<file path="config.mk">
export PLATFORM = sky130hd
export DESIGN_NAME = hub_reset_strap_latch
export DESIGN_NICKNAME = d
export VERILOG_FILES = /design/src/strap_sample_reg.v /design/src/hub_reset_strap_latch.v
export VERILOG_INCLUDE_DIRS = /design/src
export SDC_FILE = /design/constraint.sdc
export NUM_CORES = 1
export LEC_CHECK = 0
export BUFFER_PORTS_ARGS = -buffer_cell sky130_fd_sc_hd__buf_2
export CAP_MARGIN = 20
export CORE_MARGIN = 8
export CORE_UTILIZATION = 45
export CTS_BUF_LIST = sky130_fd_sc_hd__clkbuf_4 sky130_fd_sc_hd__clkbuf_8
export DETAILED_ROUTE_END_ITERATION = 8
export MAX_ROUTING_LAYER = met4
export PLACE_DENSITY = 0.73
export SKIP_LAST_GASP = 1
export SYNTH_ARGS = -nofsm -noshare
export SYNTH_HDL_FRONTEND = slang
export SYNTH_SLANG_ARGS = --single-unit
</file>
<file path="constraint.sdc">
create_clock -name core_clk_i -period 1.72 [get_ports core_clk_i]
set_input_delay 0.43 -clock core_clk_i [delete_from_list [all_inputs] [get_ports core_clk_i]]
set_output_delay 0.43 -clock core_clk_i [all_outputs]
set_load 0.05 [all_outputs]
</file>
<file path="src/strap_latch_defines.vh">
// Constants for the hub reset strap latch
`ifndef STRAP_LATCH_DEFINES_VH
`define STRAP_LATCH_DEFINES_VH
`define NUM_PORTS_DEFAULT    4
`define RESET_MIN_NS         1000
`define CLK_PERIOD_NS        4
`define RESET_MIN_CYCLES     ((`RESET_MIN_NS + `CLK_PERIOD_NS - 1) / `CLK_PERIOD_NS)
`define FIXED_CODE_NONE      2'h0
`define FIXED_CODE_P1        2'h1
`define FIXED_CODE_P12       2'h2
`define FIXED_CODE_P123      2'h3
`define FIXED_CODE_BIT1      1
`define FIXED_CODE_BIT0      0
`define OC_FILTER_DEFAULT    2
`endif

</file>
<file path="src/strap_sample_reg.v">
// Capture register that samples a strap vector once after reset release
`timescale 1ns/10ps
module strap_sample_reg
#(
  parameter WIDTH = 8
)
(
  // Clock and synchronised reset
  input  wire             core_clk_i,
  input  wire             rst_b_i,
  // Capture strobe and data
  input  wire             capture_i,
  input  wire [WIDTH-1:0] data_i,
  output reg  [WIDTH-1:0] data_o
);

  // Loads only on the single capture strobe, then holds until reset
  always @(posedge core_clk_i or negedge rst_b_i)
  begin
    if (!rst_b_i)
      data_o <= {WIDTH{1'b0}};
    else if (capture_i)
      data_o <= data_i;
  end

endmodule // strap_sample_reg

</file>
<file path="src/hub_reset_strap_latch.v">
// Reset synchroniser and strap latch for a hub controller
//
// Summary of operation
// - Sample both port data strap pins at release.
// - Port disabled only when both pins high.
// - Sample power-enable pin for charge support.
// - Charge-capable port uses external power controller.
// - Fixed code bit1 serial data, bit0 indicator.
// - Decode code into fixed port mask.
// - Any fixed port means compound device.
// - Low reset resets all; hold 1 us.
// - Latch config select bit 0 from clock pin.
// - Drive per-port power enable outputs.
// - Low over-current input flags that port.
// - Names ending low-suffix assert at low level.
// - Latch config select bit 1 same edge.
//
// Timing after the external reset is released, counted in clock edges:
//   edge 1  first synchroniser stage sets
//   edge 2  internal reset lifts
//   edge 3  strap pins are captured into the sample register
//   edge 4  strap results and straps_valid_o are presented
//   edge 5  port_power_enable_o may rise for requested ports
// The pins must therefore stand at their strap level for three edges
// after release. The board pull resistors give that, as long as nothing
// else drives the shared lines so early after reset.
// Reset assertion is asynchronous and clears every output at once.
// Power is refused until the straps are valid, so a port that is
// strapped off never sees even a single cycle of power.
`include "strap_latch_defines.vh"
`timescale 1ns/10ps
module hub_reset_strap_latch
#(
  parameter NUM_PORTS = `NUM_PORTS_DEFAULT,
  parameter OC_FILTER = `OC_FILTER_DEFAULT
)
(
  // Clock and external reset
  input  wire                 core_clk_i,
  input  wire                 rst_b_i,
  // Strap pins sampled at reset release
  input  wire                 strapping_enable_i,
  input  wire [NUM_PORTS-1:0] port_off_strap_plus_i,
  input  wire [NUM_PORTS-1:0] port_off_strap_minus_i,
  input  wire [NUM_PORTS-1:0] charge_support_strap_i,
  input  wire                 fixed_port_code_bit1_i,
  input  wire                 fixed_port_code_bit0_i,
  input  wire                 config_method_sel0_i,
  input  wire                 config_method_sel1_i,
  // Port power requests from the hub core and sense inputs
  input  wire [NUM_PORTS-1:0] power_request_i,
  input  wire [NUM_PORTS-1:0] overcurrent_sense_low_i,
  // Latched strap results
  output reg                  straps_valid_o,
  output reg  [NUM_PORTS-1:0] port_disabled_o,
  output reg  [NUM_PORTS-1:0] charge_support_o,
  output reg  [NUM_PORTS-1:0] ext_power_ctrl_o,
  output reg  [1:0]           fixed_port_code_o,
  output reg  [NUM_PORTS-1:0] fixed_port_mask_o,
  output reg                  compound_device_o,
  output reg  [1:0]           config_method_sel_o,
  // Port power and over-current status
  output reg  [NUM_PORTS-1:0] port_power_enable_o,
  output reg  [NUM_PORTS-1:0] overcurrent_o
);

  localparam STRAP_W = 3 * NUM_PORTS + 4;
  localparam OC_CW   = 4;

  // Field positions inside the captured strap word, top field first; the
  // low NUM_PORTS bits are spare padding that always captures zero
  localparam DIS_MSB  = STRAP_W - 1;
  localparam BC_MSB   = 2 * NUM_PORTS + 3;
  localparam CODE_MSB = NUM_PORTS + 3;
  localparam SEL_MSB  = NUM_PORTS + 1;

  // Filter limit and increment at the counter's own width
  localparam [OC_CW-1:0] OC_LIMIT = OC_FILTER[OC_CW-1:0];
  localparam [OC_CW-1:0] OC_ONE   = {{(OC_CW-1){1'b0}}, 1'b1};

  // Decode of the fixed-port code into a per-port mask
  function [NUM_PORTS-1:0] fixed_mask;
    input [1:0] code;
    integer     k;
    begin
      fixed_mask = {NUM_PORTS{1'b0}};
      for (k = 0; k < NUM_PORTS; k = k + 1)
      begin
        case (code)
          `FIXED_CODE_P1:   fixed_mask[k] = (k < 1);
          `FIXED_CODE_P12:  fixed_mask[k] = (k < 2);
          `FIXED_CODE_P123: fixed_mask[k] = (k < 3);
          default:          fixed_mask[k] = 1'b0;
        endcase
      end
    end
  endfunction

  reg  rst_sync1_reg;
  reg  rst_sync2_reg;
  reg  captured_reg;
  wire rst_b;
  wire capture;
  wire [STRAP_W-1:0] strap_raw;
  wire [STRAP_W-1:0] strap_held;
  wire [NUM_PORTS-1:0] dis_raw;
  wire [NUM_PORTS-1:0] bc_raw;

  // Reset release through two flip-flops; assert is immediate
  always @(posedge core_clk_i or negedge rst_b_i)
  begin
    if (!rst_b_i) // Low level asserts reset
    begin
      rst_sync1_reg <= 1'b0;
      rst_sync2_reg <= 1'b0;
    end
    else
    begin
      rst_sync1_reg <= 1'b1;
      rst_sync2_reg <= rst_sync1_reg;
    end
  end
  assign rst_b = rst_sync2_reg;

  // One capture strobe in the first cycle after release
  always @(posedge core_clk_i or negedge rst_b)
  begin
    if (!rst_b)
      captured_reg <= 1'b0;
    else
      captured_reg <= 1'b1;
  end
  assign capture = ~captured_reg;

  // Port-off and charge straps are ignored when strapping is off, giving all ports on
  assign dis_raw = strapping_enable_i ?
                   (port_off_strap_plus_i & port_off_strap_minus_i) : {NUM_PORTS{1'b0}};
  assign bc_raw  = strapping_enable_i ? charge_support_strap_i : {NUM_PORTS{1'b0}};
  assign strap_raw = {dis_raw,
                      bc_raw,
                      fixed_port_code_bit1_i,
                      fixed_port_code_bit0_i,
                      config_method_sel1_i,
                      config_method_sel0_i,
                      {NUM_PORTS{1'b0}}};

  // Pins are sampled once; later pin activity cannot disturb them
  strap_sample_reg #(
    .WIDTH (STRAP_W)
  ) u_sample (
    .core_clk_i (core_clk_i),
    .rst_b_i    (rst_b),
    .capture_i  (capture),
    .data_i     (strap_raw),
    .data_o     (strap_held)
  );

  // Named views of the fields held in the capture register
  wire [NUM_PORTS-1:0] held_disabled;
  wire [NUM_PORTS-1:0] held_charge;
  wire [1:0]           held_code;
  wire [1:0]           held_sel;
  assign held_disabled = strap_held[DIS_MSB -: NUM_PORTS];
  assign held_charge   = strap_held[BC_MSB -: NUM_PORTS];
  assign held_code     = strap_held[CODE_MSB -: 2];
  assign held_sel      = strap_held[SEL_MSB -: 2];

  // Next values of the strap results
  reg                 straps_valid_next;
  reg [NUM_PORTS-1:0] port_disabled_next;
  reg [NUM_PORTS-1:0] charge_support_next;
  reg [NUM_PORTS-1:0] ext_power_ctrl_next;
  reg [1:0]           fixed_port_code_next;
  reg [NUM_PORTS-1:0] fixed_port_mask_next;
  reg                 compound_device_next;
  reg [1:0]           config_method_sel_next;

  // Decodes come from the held word, never from the live pins, so they
  // cannot drift once the strap pins turn into data lines
  always @*
  begin
    straps_valid_next      = captured_reg;
    port_disabled_next     = held_disabled;
    charge_support_next    = held_charge;
    ext_power_ctrl_next    = held_charge;
    fixed_port_code_next   = held_code;
    fixed_port_mask_next   = fixed_mask(held_code);
    compound_device_next   = (held_code != `FIXED_CODE_NONE);
    config_method_sel_next = held_sel;
  end

  // Latched outputs and their derived decodes, valid one cycle after capture
  always @(posedge core_clk_i or negedge rst_b)
  begin
    if (!rst_b)
    begin
      straps_valid_o      <= 1'b0;
      port_disabled_o     <= {NUM_PORTS{1'b0}};
      charge_support_o    <= {NUM_PORTS{1'b0}};
      ext_power_ctrl_o    <= {NUM_PORTS{1'b0}};
      fixed_port_code_o   <= `FIXED_CODE_NONE;
      fixed_port_mask_o   <= {NUM_PORTS{1'b0}};
      compound_device_o   <= 1'b0;
      config_method_sel_o <= 2'h0;
    end
    else
    begin
      straps_valid_o      <= straps_valid_next;
      port_disabled_o     <= port_disabled_next;
      charge_support_o    <= charge_support_next;
      ext_power_ctrl_o    <= ext_power_ctrl_next;
      fixed_port_code_o   <= fixed_port_code_next;
      fixed_port_mask_o   <= fixed_port_mask_next;
      compound_device_o   <= compound_device_next;
      config_method_sel_o <= config_method_sel_next;
    end
  end

  // Per-port filter results: sense held low for the full filter time
  wire [NUM_PORTS-1:0] oc_hit;

  // Per-port over-current glitch filter. A short dip on the sense line is
  // ignored; the price is OC_FILTER cycles of extra latency before a port
  // is flagged, far below the time an external monitor allows
  genvar g;
  generate
    for (g = 0; g < NUM_PORTS; g = g + 1)
    begin : g_port
      reg [OC_CW-1:0] oc_cnt_reg;
      reg [OC_CW-1:0] oc_cnt_next;

      // Count cycles of a continuously low sense line, saturating
      always @*
      begin
        oc_cnt_next = oc_cnt_reg;
        if (overcurrent_sense_low_i[g]) // High is idle
          oc_cnt_next = {OC_CW{1'b0}};
        else if (oc_cnt_reg != OC_LIMIT)
          oc_cnt_next = oc_cnt_reg + OC_ONE;
      end

      // Filter counter register
      always @(posedge core_clk_i or negedge rst_b)
      begin
        if (!rst_b)
          oc_cnt_reg <= {OC_CW{1'b0}};
        else
          oc_cnt_reg <= oc_cnt_next;
      end

      // Flag drops at once when the line returns high, so recovery is fast
      assign oc_hit[g] = ~overcurrent_sense_low_i[g] & (oc_cnt_reg == OC_LIMIT);
    end
  endgenerate

  // Next values of the port status outputs
  reg [NUM_PORTS-1:0] overcurrent_next;
  reg [NUM_PORTS-1:0] port_power_enable_next;

  // Power only to enabled, valid, fault-free ports; a fault cuts power one
  // cycle after it is flagged, the cost of keeping outputs on flops
  always @*
  begin
    overcurrent_next       = oc_hit;
    port_power_enable_next = power_request_i & {NUM_PORTS{straps_valid_o}} &
                             ~port_disabled_o & ~overcurrent_o;
  end

  // Port status registers; each output comes straight from one flop
  always @(posedge core_clk_i or negedge rst_b)
  begin
    if (!rst_b)
    begin
      overcurrent_o       <= {NUM_PORTS{1'b0}};
      port_power_enable_o <= {NUM_PORTS{1'b0}};
    end
    else
    begin
      overcurrent_o       <= overcurrent_next;
      port_power_enable_o <= port_power_enable_next;
    end
  end

endmodule // hub_reset_strap_latch

</file>
---- After elaboration in Yosys (flattened, before gate mapping) ----
Cells that the tools add are included.
storage, ports and cells
  bits in registers ....................... 56
operators by class
  reduce and logical (&&, ||, !) cells .... 7
  add/subtract/negate cells ............... 4
  bitwise logic cells ..................... 14
  equality and inequality tests ........... 11
  mux-type cells .......................... 13
operators by type and width
  kind                   number
  $mux W4                10
  $add A4 B1 Y4 const B  4
  $and A4 B4 Y4          4
  $eq A4 B2 Y1 const B   4
  $ne A4 B2 Y1 const B   4
  $reduce_bool A2 Y1     5
  $not A4 Y4             2
  $and A1 B1 Y1          4
  $eq A2 B2 Y1 const B   2
  $not A1 Y1             4
  $mux W1                3
  $reduce_or A3 Y1       1
  $eq A2 B1 Y1 const B   1
  $reduce_or A2 Y1       1

---- Longest topological paths before layout ----
Gate-level depths: netlist (run 1).
  depth after elaboration ................. 3
  gate-level depth with buffers ........... 5
  gate-level depth less buffers ........... 5

---- Hierarchy ----
Synthesis (run 1) repeated with hierarchy kept, for this count alone.
unflattened totals
  cells, all modules ...................... 175
  area total of the unflattened synthesis .. 2354.8 um^2
modules (own cells, without submodules)
  module                 cells each  seq. area each (um^2)  area an instance (um^2)  times used
  hub_reset_strap_latch  141         1076.0                 1705.4                   1
  strap_sample_reg       34          400.4                  649.4                    1

---- Worst setup path before layout (run 1) ----
No wires, ideal clock.
  path kind ............................... register -> output
  start point ............................. register ext_power_ctrl_o[0]
  end point ............................... output ext_power_ctrl_o[0]
  stages on the path, launching flop included .. 2
  data arrival time ....................... 0.886 ns
  slack ................................... 0.404 ns
  path through ............................ dfrtp_1 buf_4
RTL lines
  what                    line                         source
  from (decl)             hub_reset_strap_latch.v:57   output reg [NUM_PORTS-1:0] ext_power_ctrl_o,
  from (signal assigned)  hub_reset_strap_latch.v:200  ext_power_ctrl_o <= {NUM_PORTS{1'b0}};
  from (signal assigned)  hub_reset_strap_latch.v:211  ext_power_ctrl_o <= ext_power_ctrl_next;
No word-level cell between the ends.

---- Final worst setup path (run 1) ----
  start point ............................. register straps_valid_o
  end point ............................... output straps_valid_o
RTL lines
  what                    line                         source
  from (decl)             hub_reset_strap_latch.v:54   output reg straps_valid_o,
  from (signal assigned)  hub_reset_strap_latch.v:208  straps_valid_o <= straps_valid_next;
No word-level cell between the ends.

==> summary.txt, run 1 <==
Outcome
  • Status: completed

Placement
  • Dpl hpwl: 2.884 mm
  • Buffers on Ports: 55
  • Final Wtd Congestion: 0.7401

Worst setup path
  • Reg2Reg Depth: 5
  • Crit-path cells: buf_2
  • Crit. Startpoint: straps_valid_o
  • Reg-to-Reg End: g_port[1].oc_cnt_reg[1]
  • CP max FO: 5
  • Crit path max-delay family: flip-flops
  • WP data required: around 1.3 ns
  • Critical path arrival: around 1.1 ns
  • FF-to-FF setup slack: 0.32 ns
  • Largest stage delay, worst path: approximately 0.46 ns
  • Worst setup EP type: output port
  • Worst r2r src: g_port[1].oc_cnt_reg[0]
  • Max stage delay cell, worst path: dfrtp_1
  • Buf/Inv on CP: 1
  • Critical path class: reg2out
  • CP Launch Type: flop

Global routing
  • Pin count of the biggest net entering global routing: 21
  • First-pass GRT wire length: 6.582 mm
  • GRT overflow: 0
  • Met3 Usage GRT: around 5%
  • Tot GR Track Use: 11.87%
  • Vias in the first global route: 1404
  • Met1 GRT Util: a little over an eighth
  • Met2 GRT Util: 18.25%
  • GR peak layer: met2
  • Initial antenna violation count: 0

Power
  • Pleak: 1.331 nW
  • Worst vdd ir: 0.0006357 V
  • Power Total: 0.003392 W
  • PwrDens: 1331 nW/µm²

Run
  • Max-Cap Viols: 0

Logic synthesis
  • Synth area leaders: dfrtp_1 65%, ha_1 4.7%, nand2_1 3.2%
  • Mean Syn Cell Area: 12.08 µm²
  • Synth async-reset ratio: 100.0%
  • Ys Warns: 0
  • Post-synthesis sequential area ratio: 65.09%
  • Yosys cell types: 25
  • Dominant cell type by area after synthesis: dfrtp_1
  • Primary FF master, synth: dfrtp_1
  • Post-Syn Area: 2115 µm²
  • Post-synth EDFFs: 0
  • Syn Inst Count: 175
  • Synthesized flop and latch total: 55
  • Post-synth top area share: 65.09%

Detailed routing
  • 1st-iter DRT viols: 42
  • Antenna Nets Post-Route: 0
  • DR pass1 iterations: 4
  • Via count: 1334
  • DR vias/cell: 4.648
  • DRC viols: 0
  • Drt wl/cell: about 13 µm
  • Routed WL: 3.799 mm

Timing
  • Max-slew violation count: 0
  • Fin Setup TNS: 0 ns
  • Final min period: 1.491 ns
  • Clk_skew: approximately 0.0083 ns
  • Tcrit/Tclk final: a little under 90%
  • Final setup violation count: 0
  • Max Freq: 670.7 MHz
  • RSZ-0062 raised after global routing: no
  • Final Hold Viols: 0
  • Hold WS: 0.1596 ns

Die
  • Die area: 7149 µm²
  • I/O pin count: 57
  • Die Wd: 84.55 µm
  • Initial Util: 45.68%
  • Rows: 25
  • Die Ht: roughly 85 µm
  • Core area: ~4600 µm²

CTS
  • Worst skew pair latency: ~0.30 ns
  • CTS Buf Count: 5
  • CTS sink cnt: 55
  • Clock Tree Buf Depth: 2
  • H-tree Lvls: 2
  • Cts repair resizes: 0
  • Clock root cell: clkbuf_8
  • TritonCTS clock tree: done
  • Worst-path clk slew: roughly 0.10 ns

Cells and area
  • Max FFs per register: 16
  • Ant. Diodes: 0
  • Final #Nets: 267
  • Share of cells above drive strength 1: 33.48%
  • Core Util, Final: 55.03%
  • Synth-to-Final Area Change: 20.47%

Hold path
  • Min-delay worst type: reg2async
==> worst register-to-register path: stages, from the launching register on <==
cell and delay, ns:
dfrtp_1 0.43, inv_1 0.08, ha_1 0.17, or3b_4 0.41, mux2i_1 0.15, nor2_1 0.05
==> per-layer routing <==
metal	share of wire, %	vias up
li1	-	668
met4	1.1	0
met3	8.0	4
met5	0	-
met2	46	42
met1	44	620
==> through the flow <==
stage | instance area, µm² | setup WS, ns | cells
2_1_floorplan | 2118 | 0.07547 | 176
3_3_place_gp | 2424 | 0.4049 | 278
3_5_place_dp | 2424 | 0.3365 | 278
4_1_cts | 2547 | 0.2020 | 287
5_1_grt | 2547 | 0.1564 | 287
6_report | 2547 | 0.2291 | 287
==> power breakdown <==
group	internal (W)	switching [W]
logic	0.000366	0.000550
clock network	0.000450	0.000384
registers	0.00148	0.000160
==> timing repair <==
| action | in CTS | in global routing |
|---|---|---|
| hold buffers | 1 | 0 |
| setup buffers | 0 | 0 |
| endpoints found under the hold margin | 2 | 0 |
==> layout make-up <==
type	count	area (µm²)
Multi-Input combinational cell	105	658.1
Clock buffer	6	76.32
Fill cell	401	2082
Inverter	6	22.52
Sequential cell	55	1378
Timing Repair Buffer	59	307.8
Tap cell	54	67.56
Clock inverter	2	37.54
==> kinds of logic (layout without fill, tap and decap cells) <==
logic type,Yosys count,in the layout,synth area share (%)
XOR/XNOR,8,8,3.313
AO/OA/AOI/OAI,14,14,3.314
buffers and inverters,16,73,3.964
other,2,3,0.3552
adder cells (fa/ha/maj),8,8,4.734
flip-flops,55,55,65.09
multiplexers,6,6,3.077
AND/OR/NAND/NOR,66,66,16.15
==> synthesized netlist by cell type, drive strengths merged, types with 2 or more instances <==
| cell type | count |
|---|---|
| a21oi | 6 |
| buf | 7 |
| clkbuf | 3 |
| conb | 2 |
| dfrtp | 55 |
| ha | 8 |
| inv | 6 |
| mux2 | 4 |
| mux2i | 2 |
| nand2 | 18 |
| nand2b | 6 |
| nand3 | 8 |
| nand3b | 2 |
| nor2 | 14 |
| nor2b | 3 |
| nor3 | 6 |
| nor3b | 2 |
| o21ai | 8 |
| or2 | 3 |
| or3b | 2 |
| xnor2 | 4 |
| xor2 | 4 |
==> how the worst max path moves through the flow <==
| stage | to | slack, ns | depth (start not counted) |
|---|---|---|---|
| after floorplan | captured_reg | 0.08 | 0 |
| after global placement | g_port[1].oc_cnt_reg[1] | 0.40 | 5 |
| after detailed placement | g_port[1].oc_cnt_reg[1] | 0.34 | 5 |
| after CTS | straps_valid_o | 0.20 | 1 |
| after global routing | straps_valid_o | 0.16 | 1 |
| final | straps_valid_o | 0.23 | 1 |
==> cell usage in the layout, fill, tap and decap left out, drive strengths merged <==
master       instances
mux2                 4
bufinv               1
mux2i                2
nand2b               6
or3b                 2
and2b                1
nor3                 6
clkinvlp             1
o21ai                8
nor3b                2
buf                 58
nand3                8
or2                  3
nand3b               2
a21oi                6
inv                  6
dlygate4sd3          1
clkbuf               6
nand2               18
nor2b                3
conb                 3
xnor2                4
ha                   8
xor2                 4
dfrtp               55
and2                 1
nor2                14
(Power assumes the default switching activity.)
==> run 2, diff against run 1 <==
--- a/config.mk
+++ b/config.mk
@@ -13,7 +13,7 @@
 export CTS_BUF_LIST = sky130_fd_sc_hd__clkbuf_4 sky130_fd_sc_hd__clkbuf_8
 export DETAILED_ROUTE_END_ITERATION = 8
 export MAX_ROUTING_LAYER = met4
-export PLACE_DENSITY = 0.73
+export PLACE_DENSITY = 0.7
 export SKIP_LAST_GASP = 1
 export SYNTH_ARGS = -nofsm -noshare
 export SYNTH_HDL_FRONTEND = slang
==> constraint.sdc (replaced) <==
create_clock -name core_clk_i -period 1.91 [get_ports core_clk_i]
set_input_delay 0.4775 -clock core_clk_i [delete_from_list [all_inputs] [get_ports core_clk_i]]
set_output_delay 0.4775 -clock core_clk_i [all_outputs]
set_load 0.05 [all_outputs]
==> run 2 against run 1 <==
Effect of this change:
- cell area is 1.1% higher
- critical path type unchanged
- count of clock-buffer cells in the layout stayed put
- highest routed layer unchanged
- largest power group unchanged
- first-iteration DRC count is 9.5% higher
==> summary.txt, run 2 (synthesized netlist as in run 1, its figures left out) <==
Outcome
  • Status: completed

Cells and area
  • Fill count: 417 (+4.0%)
  • Ant. Diodes: 0 (unchanged)
  • Final Instance Area: 2575 µm² (+1.1%)
  • Storage element area: 1378 µm² (unchanged)
  • Max FFs per register: 16 (unchanged)
  • Most common cell after layout, fill and taps aside: buf_2
  • Synth-to-Final Area Change: 21.78%
  • Final #Nets: 266 (-0.37%)
  • Share of cells above drive strength 1: 33.19% (-0.29 points)
  • Most frequent cells in the layout: 55 x buf_2, 54 x dfrtp_1, 18 x nand2_1
  • Area of the multi-input gates: 658.1 µm² (unchanged)
  • Fin cells: 286 (-0.35%)

CTS
  • CTS Buf Count: 5 (unchanged)
  • H-tree Lvls: 2 (unchanged)
  • Clock root cell: clkbuf_8
  • Worst-path clk slew: 0.09 ns (about the same)
  • CTS sink cnt: 55 (unchanged)
  • TritonCTS clock tree: done
  • Worst skew pair latency: 0.30 ns (about the same)
  • Clock Tree Buf Depth: 2 (unchanged)
  • Cts repair resizes: 0 (unchanged)
  • Number of setup buffers added after CTS: 0 (unchanged)

Worst setup path
  • Critical path class: reg2out
  • Crit path max-delay family: flip-flops
  • Max stage delay cell, worst path: dfrtp_1
  • Buf/Inv on CP: 1 (unchanged)
  • Worst setup EP type: output port
  • Worst r2r src: g_port[2].oc_cnt_reg[0]
  • Critical path arrival: 1.08 ns (+0.02 ns)
  • WP data required: 1.43 ns (+0.14 ns)
  • CP max FO: 5 (unchanged)
  • Largest stage delay, worst path: 0.47 ns (about the same)
  • CP Launch Type: flop
  • Crit. Startpoint: straps_valid_o
  • Crit-path cells: buf_2

Die
  • I/O pin count: 57 (unchanged)
  • Die Ht: 84.55 µm (unchanged)
  • Core area: 4629 µm² (unchanged)
  • Die Wd: 84.55 µm (unchanged)
  • Initial Util: 45.68% (unchanged)
  • Rows: 25 (unchanged)
  • Die area: 7149 µm² (unchanged)

Power
  • Pleak: 1.344 nW (+1.0%)
  • PwrDens: 1246 nW/µm² (-6.5%)
  • Worst vdd ir: 0.0005920 V (-6.9%)
  • Power Total: 0.003207 W (-5.4%)

Timing
  • Hold WS: 0.1704 ns (+0.01082 ns)
  • Final min period: 1.555 ns
  • RSZ-0062 raised after global routing: no
  • Max Freq: 643.0 MHz
  • Fin Setup TNS: 0 ns (unchanged)
  • Tcrit/Tclk final: 81.43%
  • Final setup violation count: 0 (unchanged)
  • Final Hold Viols: 0 (unchanged)
  • Clk_skew: 0.003466 ns (-0.004802 ns)
  • Max-slew violation count: 0 (unchanged)

Global routing
  • Initial antenna violation count: 0 (unchanged)
  • Pin count of the biggest net entering global routing: 42 (+100%)
  • Tot GR Track Use: 12.65% (+0.78 points)
  • Vias in the first global route: 1523 (+8.5%)
  • GRT overflow: 0 (unchanged)
  • First-pass GRT wire length: 6.900 mm (+4.8%)

Detailed routing
  • Via count: 1372 (+2.8%)
  • Met1 WL: 1.599 mm (-5.3%)
  • DR vias/cell: 4.797 (+3.2%)
  • Antenna Nets Post-Route: 0 (unchanged)
  • Uppermost layer routed: met4
  • Drt wl/cell: 13.92 µm (+5.2%)
  • Routed WL: 3.981 mm (+4.8%)
  • DRC viols: 0 (unchanged)
  • Routed wl met2: 2.025 mm (+15%)
  • Met3 wire length: 291 µm (-4.3%)
  • 1st-iter DRT viols: 46 (+9.5%)
  • DR pass1 iterations: 4 (unchanged)

Placement
  • Dpl hpwl: 2.974 mm (+3.1%)
  • Buffers on Ports: 55 (unchanged)
  • Final Wtd Congestion: 0.7392 (-0.12%)
  • Area after DPL: 2429 µm² (+0.21%)
  • Cell total after placement: 277 (-0.36%)

Hold path
  • Min-delay worst type: reg2async

Run
  • Max-Cap Viols: 0 (unchanged)
## run 2: changes by cell type in the layout (fill, tap and decap cells not counted)
cell        delta
buf_12         +1
buf_4          -2
clkinvlp_4     -1
bufinv_16      +1
## run 2: stage by stage
stage / setup WS, ns / utilization [%]
2_1_floorplan: 0.2655 / -
3_3_place_gp: 0.5868 / 52.46
3_5_place_dp: 0.4956 / 52.46
4_1_cts: 0.3340 / 55.62
5_1_grt: 0.3001 / 55.62
6_report: 0.3548 / 55.62
## run 2: where the power goes
group | switching (W) | internal (W) | leakage [nW]
logic | 0.000504 | 0.000332 | 0.569
registers | 0.000149 | 0.00133 | 0.707
clock network | 0.000350 | 0.000538 | 0.0688
total | 0.00100 | 0.00220 | 1.34
## run 2: timing repair
item | CTS | global route
setup endpoints to repair | 0 | 0
hold buffers | 1 | 0
endpoints found under the hold margin | 2 | 0
## run 2: layout make-up
type                    instances  share of cell area (%)
repair buffers                 58                   12.15
clock buffers                   6                   2.964
multi-input cells             105                   25.56
flip-flops and latches         55                   53.50
well taps                      54                   2.624
inverters                       6                  0.8746
clock inverters                 2                   2.332
## run 2: final timing paths
| kind | to | slack (ns) | cells past startpoint |
|---|---|---|---|
| setup / recovery | straps_valid_o | 0.35 | 1 |
| hold / removal | g_port[3].oc_cnt_reg[0] | 0.17 | 0 |
| setup reg to reg | g_port[2].oc_cnt_reg[1] | 0.44 | 5 |
| hold reg to reg | g_port[3].oc_cnt_reg[0] | 0.17 | 0 |
| max in group asynchronous | u_sample.data_o[5] | 1.23 | 1 |
| min in group core_clk_i | rst_b | 0.36 | 0 |
## run 2: routing by layer
layer	GRT usage, %	vias up
met5	-	-
met4	5.825	0
met3	5.268	7
met2	21.12	35
met1	12.64	662
li1	-	668
==> run 3, diff against run 2 <==
==> constraint.sdc (replaced) <==
create_clock -name core_clk_i -period 1.5 [get_ports core_clk_i]
set_input_delay 0.375 -clock core_clk_i [delete_from_list [all_inputs] [get_ports core_clk_i]]
set_output_delay 0.375 -clock core_clk_i [all_outputs]
set_load 0.05 [all_outputs]
==> run 3 against run 2 <==
Effect of this change:
- first-iteration DRC count is 24% lower
- total power is 26% higher
- hold slack better by 0.062 ns
- routed wire length fell by 6.9%
- non-clock buffer count rose by 2
- sequential cell count stayed put
- clock skew is 0.0048 ns higher
- cell area about the same
- critical path type is now reg2reg
- largest cell class unchanged
- largest power group unchanged
==> summary.txt, run 3 (synthesized netlist as in run 1, its figures left out) <==
Outcome
  • Status: completed

Cells and area
  • Most common cell after layout, fill and taps aside: buf_2
  • Most frequent cells in the layout: 55 x buf_2, 54 x dfrtp_1, 18 x nand2_1
  • Fin cells: 288 (+0.70%)
  • Final #Nets: 268 (+0.75%)
  • Synth-to-Final Area Change: 21.89% (about the same)
  • Share of cells above drive strength 1: 33.76% (+0.57 points)
  • Max FFs per register: 16 (unchanged)
  • Ant. Diodes: 0 (unchanged)

Global routing
  • GRT overflow: 0 (unchanged)
  • Vias in the first global route: 1422 (-6.6%)
  • Tot GR Track Use: 12.03% (-0.63 points)
  • First-pass GRT wire length: 6.727 mm (-2.5%)
  • Pin count of the biggest net entering global routing: 33 (-21%)
  • Initial antenna violation count: 0 (unchanged)

Power
  • Power Total: 0.004054 W (+26%)
  • Pleak: 1.349 nW (+0.37%)
  • Worst vdd ir: 0.0006178 V (+4.4%)
  • PwrDens: 1573 nW/µm² (+26%)

Die
  • Die area: 7149 µm² (unchanged)
  • Rows: 25 (unchanged)
  • Initial Util: 45.68% (unchanged)
  • I/O pin count: 57 (unchanged)
  • Die Wd: 84.55 µm (unchanged)
  • Core area: 4629 µm² (unchanged)
  • Die Ht: 84.55 µm (unchanged)

Worst setup path
  • Largest stage delay, worst path: 0.43 ns (-0.04 ns)
  • CP Launch Type: flop
  • Max stage delay cell, worst path: dfrtp_1
  • Crit path max-delay family: simple AND/OR/NAND/NOR gates
  • FF-to-FF setup slack: 0.12 ns (-0.32 ns)
  • Buf/Inv on CP: 1 (unchanged)
  • Worst setup EP type: flop
  • Crit-path cells: inv_1, ha_1, or3b_4, mux2i_1, nor2_1
  • WP data required: 1.69 ns (+0.26 ns)
  • Critical path class: reg2reg
  • Critical path arrival: 1.57 ns (+0.49 ns)
  • CP max FO: 4 (-1)

Placement
  • Post-Place Setup Slack: 0.1373 ns (-0.3583 ns)
  • Dpl hpwl: 2.795 mm (-6.0%)
  • Cell total after placement: 279 (+0.72%)
  • Buffers on Ports: 55 (unchanged)
  • Final Wtd Congestion: 0.7899 (+6.9%)

CTS
  • Worst skew pair latency: 0.29 ns (about the same)
  • CTS Buf Count: 5 (unchanged)
  • TritonCTS clock tree: done
  • Clock Tree Buf Depth: 2 (unchanged)
  • Clock root cell: clkbuf_8
  • H-tree Lvls: 2 (unchanged)
  • CTS sink cnt: 55 (unchanged)
  • Worst-path clk slew: 0.10 ns (about the same)

Timing
  • Tcrit/Tclk final: 92.00%
  • RSZ-0062 raised after global routing: no
  • Max-slew violation count: 0 (unchanged)
  • Fin Setup TNS: 0 ns (unchanged)
  • Final Hold Viols: 0 (unchanged)
  • Final setup violation count: 0 (unchanged)
  • Clk_skew: 0.008284 ns (+0.004818 ns)
  • Max Freq: 724.7 MHz
  • Final min period: 1.380 ns
  • PnR worst setup slack: 0.1201 ns (-0.2347 ns)

Hold path
  • Min-delay worst type: reg2async

Detailed routing
  • Via count: 1355 (-1.2%)
  • DR pass1 iterations: 4 (unchanged)
  • DRC viols: 0 (unchanged)
  • 1st-iter DRT viols: 35 (-24%)
  • Drt wl/cell: 12.86 µm (-7.6%)
  • DR vias/cell: 4.705 (-1.9%)
  • Routed WL: 3.705 mm (-6.9%)
  • Antenna Nets Post-Route: 0 (unchanged)

Run
  • Max-Cap Viols: 0 (unchanged)
==> run 3: cell count changes in the layout (fill, tap and decap cells not counted), sizes merged <==
cell,previous run,this run
buf,57,59
==> run 3: area by class of cell <==
class / count / area [µm²]
tap: 54 / 67.56
clock buffer: 6 / 76.32
multi-input combinational: 105 / 658.1
timing repair buffer: 60 / 315.3
inverter: 6 / 22.52
fill: 415 / 2052
clock inverter: 2 / 60.06
sequential: 55 / 1378
==> run 3: timing repair <==
| item | CTS | global route |
|---|---|---|
| hold buffers | 1 | 0 |
| setup buffers | 0 | 0 |
| endpoints found under the hold margin | 2 | 0 |
| gates resized for setup | 0 | 0 |
==> run 3: worst paths after layout <==
kind | start | to | depth (start not counted)
max in group asynchronous | rst_b | port_disabled_o[3] | 1
worst min register to register | rst_b | ext_power_ctrl_o[1] | 1
worst min-delay path | rst_b | ext_power_ctrl_o[1] | 1
worst max-delay path | g_port[1].oc_cnt_reg[0] | g_port[1].oc_cnt_reg[1] | 5
min in group core_clk_i | overcurrent_sense_low_i[2] | g_port[2].oc_cnt_reg[0] | 2
worst max register to register | g_port[1].oc_cnt_reg[0] | g_port[1].oc_cnt_reg[1] | 5
==> run 3: per-layer routing <==
| layer | vias up | GRT usage (%) | wire length [µm] |
|---|---|---|---|
| met2 | 38 | 18.68 | 1705 |
| met3 | 5 | 4.488 | 257 |
| met5 | - | - | 0 |
| met4 | 0 | 3.883 | 43 |
| met1 | 644 | 14.11 | 1699 |
| li1 | 668 | - | - |
==> run 3: per-stage QoR <==
step | hold slack, ns | instance area [µm²] | utilization (%)
final | 0.2322 | 2577 | 55.68
after global placement | 0.1620 | 2431 | 52.51
after floorplan | 0.07941 | 2120 | -
after global routing | 0.2737 | 2577 | 55.68
after detailed placement | 0.1619 | 2431 | 52.51
after CTS | 0.2412 | 2577 | 55.68
==> run 3: where the power goes <==
group | switching, W | total (W) | internal (W)
logic | 0.000627 | 0.00105 | 0.000422
registers | 0.000176 | 0.00187 | 0.00170
clock network | 0.000445 | 0.00113 | 0.000685
